<file path="config.mk">
export PLATFORM = sky130hd
export DESIGN_NAME = serial_dac_write_port
export DESIGN_NICKNAME = d
export VERILOG_FILES = /design/src/pkg/serial_dac_pkg.sv /design/src/pkg/word_buf_if.sv /design/src/verilog/serial_dac_write_port.sv /design/src/verilog/word_buf2.sv
export VERILOG_INCLUDE_DIRS = /design/src /design/src/pkg
export SDC_FILE = /design/constraint.sdc
export NUM_CORES = 1
export LEC_CHECK = 0
export BUFFER_PORTS_ARGS = -buffer_cell sky130_fd_sc_hd__buf_2
export CORE_UTILIZATION = 30
export CTS_BUF_LIST = sky130_fd_sc_hd__clkbuf_2 sky130_fd_sc_hd__clkbuf_4 sky130_fd_sc_hd__clkbuf_8
export CTS_CLUSTER_SIZE = 12
export DETAILED_ROUTE_END_ITERATION = 10
export PLACE_DENSITY_LB_ADDON = 0.08
export SLEW_MARGIN = 20
export SYNTH_ARGS = -nofsm -noshare
export SYNTH_HDL_FRONTEND = slang
export SYNTH_SLANG_ARGS = --single-unit
</file>
<file path="constraint.sdc">
create_clock -name clk_sys -period 3.1 [get_ports clk_sys]
set_input_delay 0.775 -clock clk_sys [delete_from_list [all_inputs] [get_ports clk_sys]]
set_output_delay 0.775 -clock clk_sys [all_outputs]
set_load 0.01 [all_outputs]
</file>
<file path="src/pkg/serial_dac_regs.svh">
// constants for the serial converter write port
// assumes inclusion by bare name from the design package
`ifndef SERIAL_DAC_REGS_SVH
`define SERIAL_DAC_REGS_SVH

`define FRAME_BITS        24
`define FRAME_CNT_W       5
`define CODE_BITS         16
`define CODE_MSB          15
`define MODE_HI_POS       17
`define MODE_LO_POS       16
`define CODE_RESET        16'h0000
`define SCLK_MAX_HZ       30000000
`define SYNC_HIGH_MIN_NS  33
`define CLK_SYS_HZ        40000000

`endif

</file>
<file path="src/pkg/serial_dac_pkg.sv">
// types for the serial converter write port
// assumes serial_dac_regs.svh on the include path
`include "serial_dac_regs.svh"

package serial_dac_pkg;

    typedef enum logic [1:0] {
        mode_normal,
        mode_gnd_1k,
        mode_gnd_100k,
        mode_high_z
    } pd_mode_t;

    typedef enum logic [1:0] {
        st_idle,
        st_shift,
        st_done
    } frame_state_t;

endpackage : serial_dac_pkg

</file>
<file path="src/pkg/word_buf_if.sv">
// handshake bundle between frame decoder and word buffer
// assumes one clock domain on both sides
`timescale 1ns/100ps

interface word_buf_if #(parameter int W = 18);
    logic         valid;
    logic         ready;
    logic [W-1:0] data;

    modport src (output valid, output data, input ready);
    modport snk (input valid, input data, output ready);
endinterface : word_buf_if

</file>
<file path="src/verilog/serial_dac_write_port.sv">
// three-wire serial write port of a 16-bit voltage-output converter
// assumes sclk, sync_n and din are asynchronous pins sampled by clk_sys
//
// Function
// - data sampled on each of the first 24 falling serial clock edges while select low
// - 24th falling edge completes frame and executes its command
// - after 24th edge, select may stay low or rise freely
// - frame: six ignored bits, two mode bits, sixteen code bits
// - frames travel most significant bit first
// - select rising before 24th edge aborts frame, nothing changes
// - code register is zero from reset until a valid frame
// - frame bits 17 and 16 select normal or three power-down modes
// - a power-down frame still loads its sixteen code bits into the code register
// - code is straight unsigned binary, output proportional to code/65536
`timescale 1ns/100ps
`include "serial_dac_regs.svh"

module serial_dac_write_port
    import serial_dac_pkg::*;
#(
    parameter int FRAME_BITS = `FRAME_BITS
) (
    // clock and reset
    input  wire logic                 clk_sys,
    input  wire logic                 srst,
    // serial pins
    input  wire logic                 sclk,
    input  wire logic                 sync_n,
    input  wire logic                 din,
    // converter side
    output logic [`CODE_MSB:0]        dac_code,
    output serial_dac_pkg::pd_mode_t  pd_mode,
    output logic                      amp_enable,
    output logic                      update_pulse,
    output logic                      frame_abort,
    output logic                      busy
);

    import serial_dac_pkg::*;

    // ==========================================================
    // pin synchronisers
    // ==========================================================
    logic [1:0] sclk_s_q, sync_s_q, din_s_q;
    logic       sclk_d1_q, sync_d1_q;

    always_ff @(posedge clk_sys) begin
        if (srst) begin
            sclk_s_q  <= 2'h0;
            sync_s_q  <= 2'h3;
            din_s_q   <= 2'h0;
            sclk_d1_q <= 1'b0;
            sync_d1_q <= 1'b1;
        end else begin
            sclk_s_q  <= {sclk_s_q[0], sclk};
            sync_s_q  <= {sync_s_q[0], sync_n};
            din_s_q   <= {din_s_q[0], din};
            sclk_d1_q <= sclk_s_q[1];
            sync_d1_q <= sync_s_q[1];
        end
    end

    wire sclk_fall = sclk_d1_q && !sclk_s_q[1];
    wire sync_fall = sync_d1_q && !sync_s_q[1];
    wire sync_low  = !sync_s_q[1];
    wire din_now   = din_s_q[1];

    // ==========================================================
    // frame shifter
    // ==========================================================
    frame_state_t            st_q, st_d;
    logic [FRAME_BITS-1:0]   shift_q, shift_d;
    logic [`FRAME_CNT_W-1:0] cnt_q, cnt_d;
    logic                    push_v, abort_d, abort_q;
    logic [FRAME_BITS-1:0]   frame_w;

    word_buf_if #(.W(`CODE_BITS + 2)) wb_if ();

    always_comb begin
        st_d    = st_q;
        shift_d = shift_q;
        cnt_d   = cnt_q;
        push_v  = 1'b0;
        abort_d = 1'b0;
        frame_w = {shift_q[FRAME_BITS-2:0], din_now};
        unique case (st_q)
            st_idle: begin
                if (sync_fall) begin
                    st_d    = st_shift;
                    shift_d = '0;
                    cnt_d   = '0;
                end
            end
            st_shift: begin
                if (!sync_low) begin
                    st_d    = st_idle;
                    shift_d = '0;
                    cnt_d   = '0;
                    abort_d = 1'b1;
                end else if (sclk_fall && wb_if.ready) begin
                    shift_d = frame_w;
                    cnt_d   = `FRAME_CNT_W'(cnt_q + 1'b1);
                    if (cnt_q == `FRAME_CNT_W'(FRAME_BITS - 1)) begin
                        push_v = 1'b1;
                        st_d   = st_done;
                    end
                end
            end
            st_done: begin
                if (!sync_low) begin
                    st_d = st_idle;
                end
            end
        endcase
    end

    // bits 23..18 ignored; 17..16 mode; 15..0 code
    assign wb_if.valid = push_v;
    assign wb_if.data  = frame_w[`MODE_HI_POS:0];

    always_ff @(posedge clk_sys) begin
        if (srst) begin
            st_q    <= st_idle;
            shift_q <= '0;
            cnt_q   <= '0;
            abort_q <= 1'b0;
        end else begin
            st_q    <= st_d;
            shift_q <= shift_d;
            cnt_q   <= cnt_d;
            abort_q <= abort_d;
        end
    end

    // ==========================================================
    // word buffer and command execution
    // ==========================================================
    logic                  cmd_valid;
    logic [`CODE_BITS+1:0] cmd_data;

    word_buf2 #(.W(`CODE_BITS + 2)) u_buf (
        .clk_sys   (clk_sys),
        .srst      (srst),
        .in_if     (wb_if),
        .out_valid (cmd_valid),
        .out_ready (1'b1),
        .out_data  (cmd_data)
    );

    logic [`CODE_MSB:0] code_q, code_d;
    pd_mode_t           mode_q, mode_d;
    logic               upd_q, upd_d;

    always_comb begin
        code_d = code_q;
        mode_d = mode_q;
        upd_d  = 1'b0;
        if (cmd_valid) begin
            code_d = cmd_data[`CODE_MSB:0];
            mode_d = pd_mode_t'({cmd_data[`MODE_HI_POS],
                                 cmd_data[`MODE_LO_POS]});
            upd_d  = 1'b1;
        end
    end

    always_ff @(posedge clk_sys) begin
        if (srst) begin
            code_q <= `CODE_RESET;
            mode_q <= mode_normal;
            upd_q  <= 1'b0;
        end else begin
            code_q <= code_d;
            mode_q <= mode_d;
            upd_q  <= upd_d;
        end
    end

    assign dac_code     = code_q;
    assign pd_mode      = mode_q;
    assign amp_enable   = (mode_q == mode_normal);
    assign update_pulse = upd_q;
    assign frame_abort  = abort_q;
    assign busy         = (st_q == st_shift);

endmodule : serial_dac_write_port

</file>
<file path="src/verilog/word_buf2.sv">
// two-entry buffer with valid/ready on both sides
// assumes single clock, synchronous active-high reset
`timescale 1ns/100ps

module word_buf2 #(
    parameter int W = 18
) (
    // clock and reset
    input  wire logic clk_sys,
    input  wire logic srst,
    // filling side
    word_buf_if.snk   in_if,
    // draining side
    output logic         out_valid,
    input  wire logic    out_ready,
    output logic [W-1:0] out_data
);

    logic [W-1:0] slot_q [2];
    logic [W-1:0] slot_d [2];
    logic [1:0]   cnt_q;
    logic [1:0]   cnt_d;

    wire push = in_if.valid && in_if.ready;
    wire pop  = out_valid && out_ready;

    assign in_if.ready = (cnt_q != 2'h2);
    assign out_valid   = (cnt_q != 2'h0);
    assign out_data    = slot_q[0];

    always_comb begin
        slot_d = slot_q;
        cnt_d  = cnt_q;
        if (pop) begin
            slot_d[0] = slot_q[1];
        end
        if (push) begin
            if (cnt_q == 2'h0 || (cnt_q == 2'h1 && pop)) begin
                slot_d[0] = in_if.data;
            end else begin
                slot_d[1] = in_if.data;
            end
        end
        cnt_d = 2'(cnt_q + {1'b0, push} - {1'b0, pop});
    end

    always_ff @(posedge clk_sys) begin
        if (srst) begin
            cnt_q     <= 2'h0;
            slot_q[0] <= '0;
            slot_q[1] <= '0;
        end else begin
            cnt_q  <= cnt_d;
            slot_q <= slot_d;
        end
    end

endmodule : word_buf2
</file>
; ---- Word-level counts from Yosys, hierarchy flattened
; Cells that the tools add are included.
[word_totals]
regBits = 90
inputBits = 5
[classes]
n_addsub = 3
n_eq_ne = 9
muxes = 24
bitwise = 2
n_reduce_logical = 17
[op_table]
columns = operator, n
row1 = two-way mux 18 bit, 3
row2 = two-way mux 17 bit, 3
row3 = two-way mux 36 bit, 1
row4 = case mux 17 bit (2 select lines), 1
row5 = two-way mux 5 bit, 3
row6 = two-way mux 2 bit, 5
row7 = case mux 5 bit (2 select lines), 1
row8 = zero test 2 bit, 3
row9 = two-way mux 1 bit, 6
row10 = != test 2 bit (second input constant), 3
row11 = != test 3 x 1 -> 1 bit (second input constant), 2
row12 = case mux 2 bit (3 select lines), 1
row13 = adder 5 x 1 -> 5 bit (second input constant), 1
row14 = equality test 5 bit (second input constant), 1
row15 = logical AND 1 bit, 5
row16 = equality test 2 x 1 -> 1 bit (second input constant), 2
row17 = AND reduction 4 bit, 1
row18 = nonzero test 2 bit, 2
row19 = AND reduction 3 bit, 1
row20 = adder 2 x 1 -> 2 bit, 1
row21 = equality test 2 bit (second input constant), 1
row22 = zero test 1 bit, 2
row23 = inverter 1 bit, 2
row24 = AND reduction 2 bit, 1
row25 = other kinds (3), 3

; ---- Depth between registers and ports, before layout
[depth]
word_depth = 9
ltp_mapped = 7

; ---- By module
; A second synthesis with hierarchy kept.
[unflattened]
cells_unflattened = 391
area_unflattened_um2 = 3758.6
[modules_own_cells]
columns = module, n_inst, cells_each, area_per_inst_um2, seq_area_each_um2
row1 = serial_dac_write_port, 1, 188, 1895.6, 1041.0
row2 = word_buf2, 1, 203, 1863.0, 760.7

; ---- Worst setup path after synthesis
; OpenSTA, ideal clock, no wires.
[synth_path]
kind = in2reg
from = input port srst
to = register u_buf.slot_q (netlist bit u_buf.out_data[0])
t_arrival_ns = 1.821
slack_ns = 1.220
cell_stages = 5
path_buffers = 1
path_cell_list = or3_1 -> a41oi_1 -> clkbuf_1 -> and2_1 -> a221o_1
[synth_lines]
columns = element, line
row1 = from (decl), serial_dac_write_port.sv:25  ; input wire logic srst,
row2 = to (signal assigned), word_buf2.sv:54  ; slot_q <= slot_d;
row3 = to (decl), word_buf2.sv:19  ; logic [W-1:0] slot_q [2];

; ---- Worst setup path after layout
[layout_path]
from = register st_q[1]
to = register u_buf.slot_q (netlist bit u_buf.out_data[12])
[layout_via]
elab_chain_cells = 4
[layout_rtl]
columns = element, line
row1 = from (decl), serial_dac_write_port.sv:71  ; frame_state_t st_q, st_d;
row2 = from (signal assigned), serial_dac_write_port.sv:123  ; st_q <= st_idle;
row3 = from (signal assigned), serial_dac_write_port.sv:128  ; st_q <= st_d;
row4 = equality test 2 x 1 -> 1 bit, serial_dac_write_port.sv:86  ; unique case (st_q)
row5 = two-way mux 1 bit, serial_dac_write_port.sv:86
row6 = logical AND 1 bit, word_buf2.sv:24  ; wire push = in_if.valid && in_if.ready;
row7 = two-way mux 36 bit, word_buf2.sv:37  ; if (push) begin
; Every way passes these cells.
; A chain may end at the register's enable or synchronous reset.

==> summary.txt <==
Run status
  – Status: completed

Floorplan
  – Placement Rows: 39
  – Overall die area: 12,100 um2
  – Starting Density: 30.7%
  – Top-level port count: 27
  – Height of the chip: 110 um
  – Die outline width: 110 um
  – Core region area: 11,400 um2

Final layout
  – Net count of the finished layout: 422
  – ANT cells: 0
  – Fin util: 35.1%
  – Syn-to-layout area delta: 14.3%
  – Cell area after layout: 4010 um2
  – Layout cells sized above 1: 14.8%

Critical path
  – Critical path required time: 3.41 ns
  – Startpoint of the worst-slack reg-to-reg timing path: st_q[1]
  – Critical setup path kind: flip-flop to flip-flop
  – Longest individual stage delay on the worst path: 0.52 ns
  – Logic depth of the worst register-to-register path: 7
  – Endpoint type of the worst setup path: flip-flop
  – RR Endpoint: u_buf.out_data[12]
  – Worst path buffer plus inverter count: 2
  – Category of cells accounting for the largest share of critical-path delay: simple AND/OR/NAND/NOR gates
  – CP max FO: 23
  – Critical path cell sequence: inv_1 -> ha_1 -> and2b_1 -> nand4_2 -> nor3_2 -> buf_4 -> a221o_1
  – Worst endpoint data arrival time: 2.54 ns
  – Slack of the worst reg-to-reg path: 0.87 ns
  – Startpoint type of the worst setup path: flip-flop
  – Worst Setup SP: st_q[1]
  – Slowest library cell on the worst path: nand4_2

CTS
  – Number of sinks handled by clock tree synthesis: 90
  – Clock tree from TritonCTS: yes
  – Clk buf depth: 2
  – Master cell of the clock root buffer: clkbuf_8
  – Reg clk slew, reported paths: 0.09 ns
  – Hold buffers post-CTS: 0
  – Maximum level of the CTS H-tree: 3
  – Resize count post-CTS: 0
  – Post-CTS Repair Setup Buffers: 0
  – CTS Buf Count: 9
  – Insertion delay of the later-clocked pin in the worst-skew pair: 0.36 ns

Drt
  – Length of routed met3 wiring: 231 um
  – Average detailed-routed wire length per instance: 14.7 um
  – Wire length on met2: 3430 um
  – Routed vias/inst: 4.95
  – Drt drc: 0
  – Top Layer Used: met4
  – Total Routed Length: 8270 um
  – Initial DRC Count: 159
  – Detailed-route wire length on metal 1: 4480 um
  – Routed Antenna Nets: 0
  – Pre-antenna DRT Iters: 6
  – Count of vias placed by the detailed router: 2,778

STA
  – Tmin final: 2.23 ns
  – Final cycle utilization of the critical path: 71.8%
  – Final-report hold violation count: 0
  – Final Setup Violations: 0
  – Final-layout setup total negative slack: 0 ns
  – Slew at the pin closest to its max-slew limit: 0.603 ns
  – Count of pins over their slew limit: 0
  – Setup repair after global routing missed its margin: false
  – Worst slew margin: 59.8%
  – Fmax: 0.449 GHz
  – Setup skew after layout: 0.00941 ns

Yosys
  – Count of unique library cells instantiated by Yosys: 44
  – Share of flip-flops with an asynchronous set or reset after synthesis: 0%
  – Area share of the largest cell type after synthesis: 51.3%
  – Netlist Area Pre-Place: 3510 um2
  – Seq cells post-synth: 90
  – Post-synthesis cell type with the largest combined area: dfxtp_1
  – Count of warnings emitted by yosys: 0
  – Cells taking the most area after synthesis: dfxtp_1 (51%), a21oi_1 (8.3%), nand2_1 (6.2%)
  – Most used DFF post-synth: dfxtp_1
  – Number of nets in the synthesized netlist: 402
  – Sequential-to-total area share from yosys stat: 51.3%
  – Post-synthesis instance total: 393
  – Number of synthesized flops with an enable pin: 0
  – Average size of a mapped cell: 8.93 um2

Placed design
  – Final weighted congestion in routability-driven placement: 0.724
  – Instance area at placement: 3760 um2
  – Final HPWL DP: 5350 um
  – Number of I/O port buffers: 26

Power and ir drop
  – Power per standard cell area: 571 nW/um2
  – Lkg Pwr: 1.43 nW
  – Peak VDD IR: 0.249 mV

Global route
  – Largest net degree at the start of global routing: 31
  – GR Util All Layers: 14.9%
  – Antenna violations before repair: 0
  – Grt ovf: 0
  – Wire length of the first global-routing pass: 13,600 um
  – Vias in the first global route: 2,496

Worst hold path
  – Min-Delay Path Depth: 1
  – Class of the most critical hold timing path: flip-flop to flip-flop
  – Hold Startpoint: sync_s_q[0]
  – Destination of the worst hold path: sync_s_q[1]

Flow run
  – Max-capacitance violation count: 0
==> stage by stage <==
step	std cells	setup slack (ns)	hold WS, ns	total power, mW
floorplan	393	1.22	0.389	1.29
CTS	561	0.837	0.420	2.33
global route	561	0.690	0.440	2.40
detailed placement	545	0.864	0.397	1.33
global placement	545	0.888	0.393	1.33
finish	561	0.873	0.413	2.29
==> flip-flops by register name (all words and copies together) (netlist names) <==
| signal | count |
|---|---|
| sync_s_q | 2 |
| din_s_q | 2 |
| u_buf.slot_q | 18 |
| sync_d1_q | 1 |
| shift_q | 17 |
| u_buf.out_data | 18 |
| u_buf.cnt_q | 2 |
| update_pulse | 1 |
| cnt_q | 5 |
| dac_code | 16 |
| st_q | 2 |
| frame_abort | 1 |
| sclk_d1_q | 1 |
| pd_mode | 2 |
| sclk_s_q | 2 |
==> layer usage <==
metal,vias up,GRT usage (%)
met5,-,0
met4,0,6.77
met3,10,3.17
met2,37,21.5
met1,1310,21.0
li1,1421,-
==> worst register-to-register path: cells and delay by family (launching register included) <==
kind	cells	cell delay, ns
simple gates	3	1.07
buf+inv	2	0.34
flops	1	0.33
fa+ha+maj	1	0.27
compound gates	1	0.18
==> where the power goes <==
part           total (mW)  switching [mW]  internal (mW)
Sequential           1.17         0.00461           1.16
Clock               0.994           0.417          0.578
Combinational       0.127          0.0899         0.0374
==> cells by family (layout without fill, tap and decap cells) <==
logic type	count (synthesis)	in the layout	synth area share, %
muxes	2	2	0.606
and+or+nand+nor	138	138	20.2
adders and majority gates	4	4	1.43
buffers and inverters	33	58	4.42
DFF	90	90	51.3
AOI/OAI and AO/OA	126	126	22.0
==> cells in the mapped netlist, types with 2 or more instances <==
cell type	n
buf_6	4
a221o_1	16
o31ai_1	2
nand3_1	21
nor2b_1	7
a21oi_1	58
and2_1	17
or2_2	4
or4_1	2
clkbuf_1	21
nor2_1	9
o21ai_0	38
a311oi_1	2
inv_1	6
nor3_1	3
ha_1	4
a21boi_1	2
nand2_1	58
dfxtp_1	90
nand2b_1	5
==> worst max-delay path by stage <==
stage	cells after the start	slack (ns)	endpoint
after floorplan	5	1.22	u_buf.out_data[0]
after global placement	7	0.89	u_buf.out_data[14]
after detailed placement	7	0.86	u_buf.out_data[12]
after CTS	7	0.84	u_buf.out_data[12]
after global routing	7	0.69	u_buf.out_data[4]
final	7	0.87	u_buf.out_data[12]
==> layout make-up <==
type	count	area, um2
fillers	1203	7410
flip-flops and latches	90	1800
multi-input cells	270	1550
repair buffers	36	205
well taps	143	179
clock buffers	12	153
clock inverters	4	98.8
inverters	6	22.5
==> placed cells by master, fill, tap and decap left out, types with 2 or more instances in the layout <==
cell type and count:
dfxtp_1 90, nand2_1 58, a21oi_1 58, o21ai_0 38
buf_2 26, nand3_1 21, and2_1 17, a221o_1 16
clkbuf_8 10, buf_4 10, nor2_1 9, nor2b_1 7
inv_1 6, nand2b_1 5, or2_2 4, ha_1 4
nor3_1 3, bufinv_16 3, a311oi_1 2, o31ai_1 2
or4_1 2, a21boi_1 2, clkbuf_4 2
(Power assumes the default switching activity.)
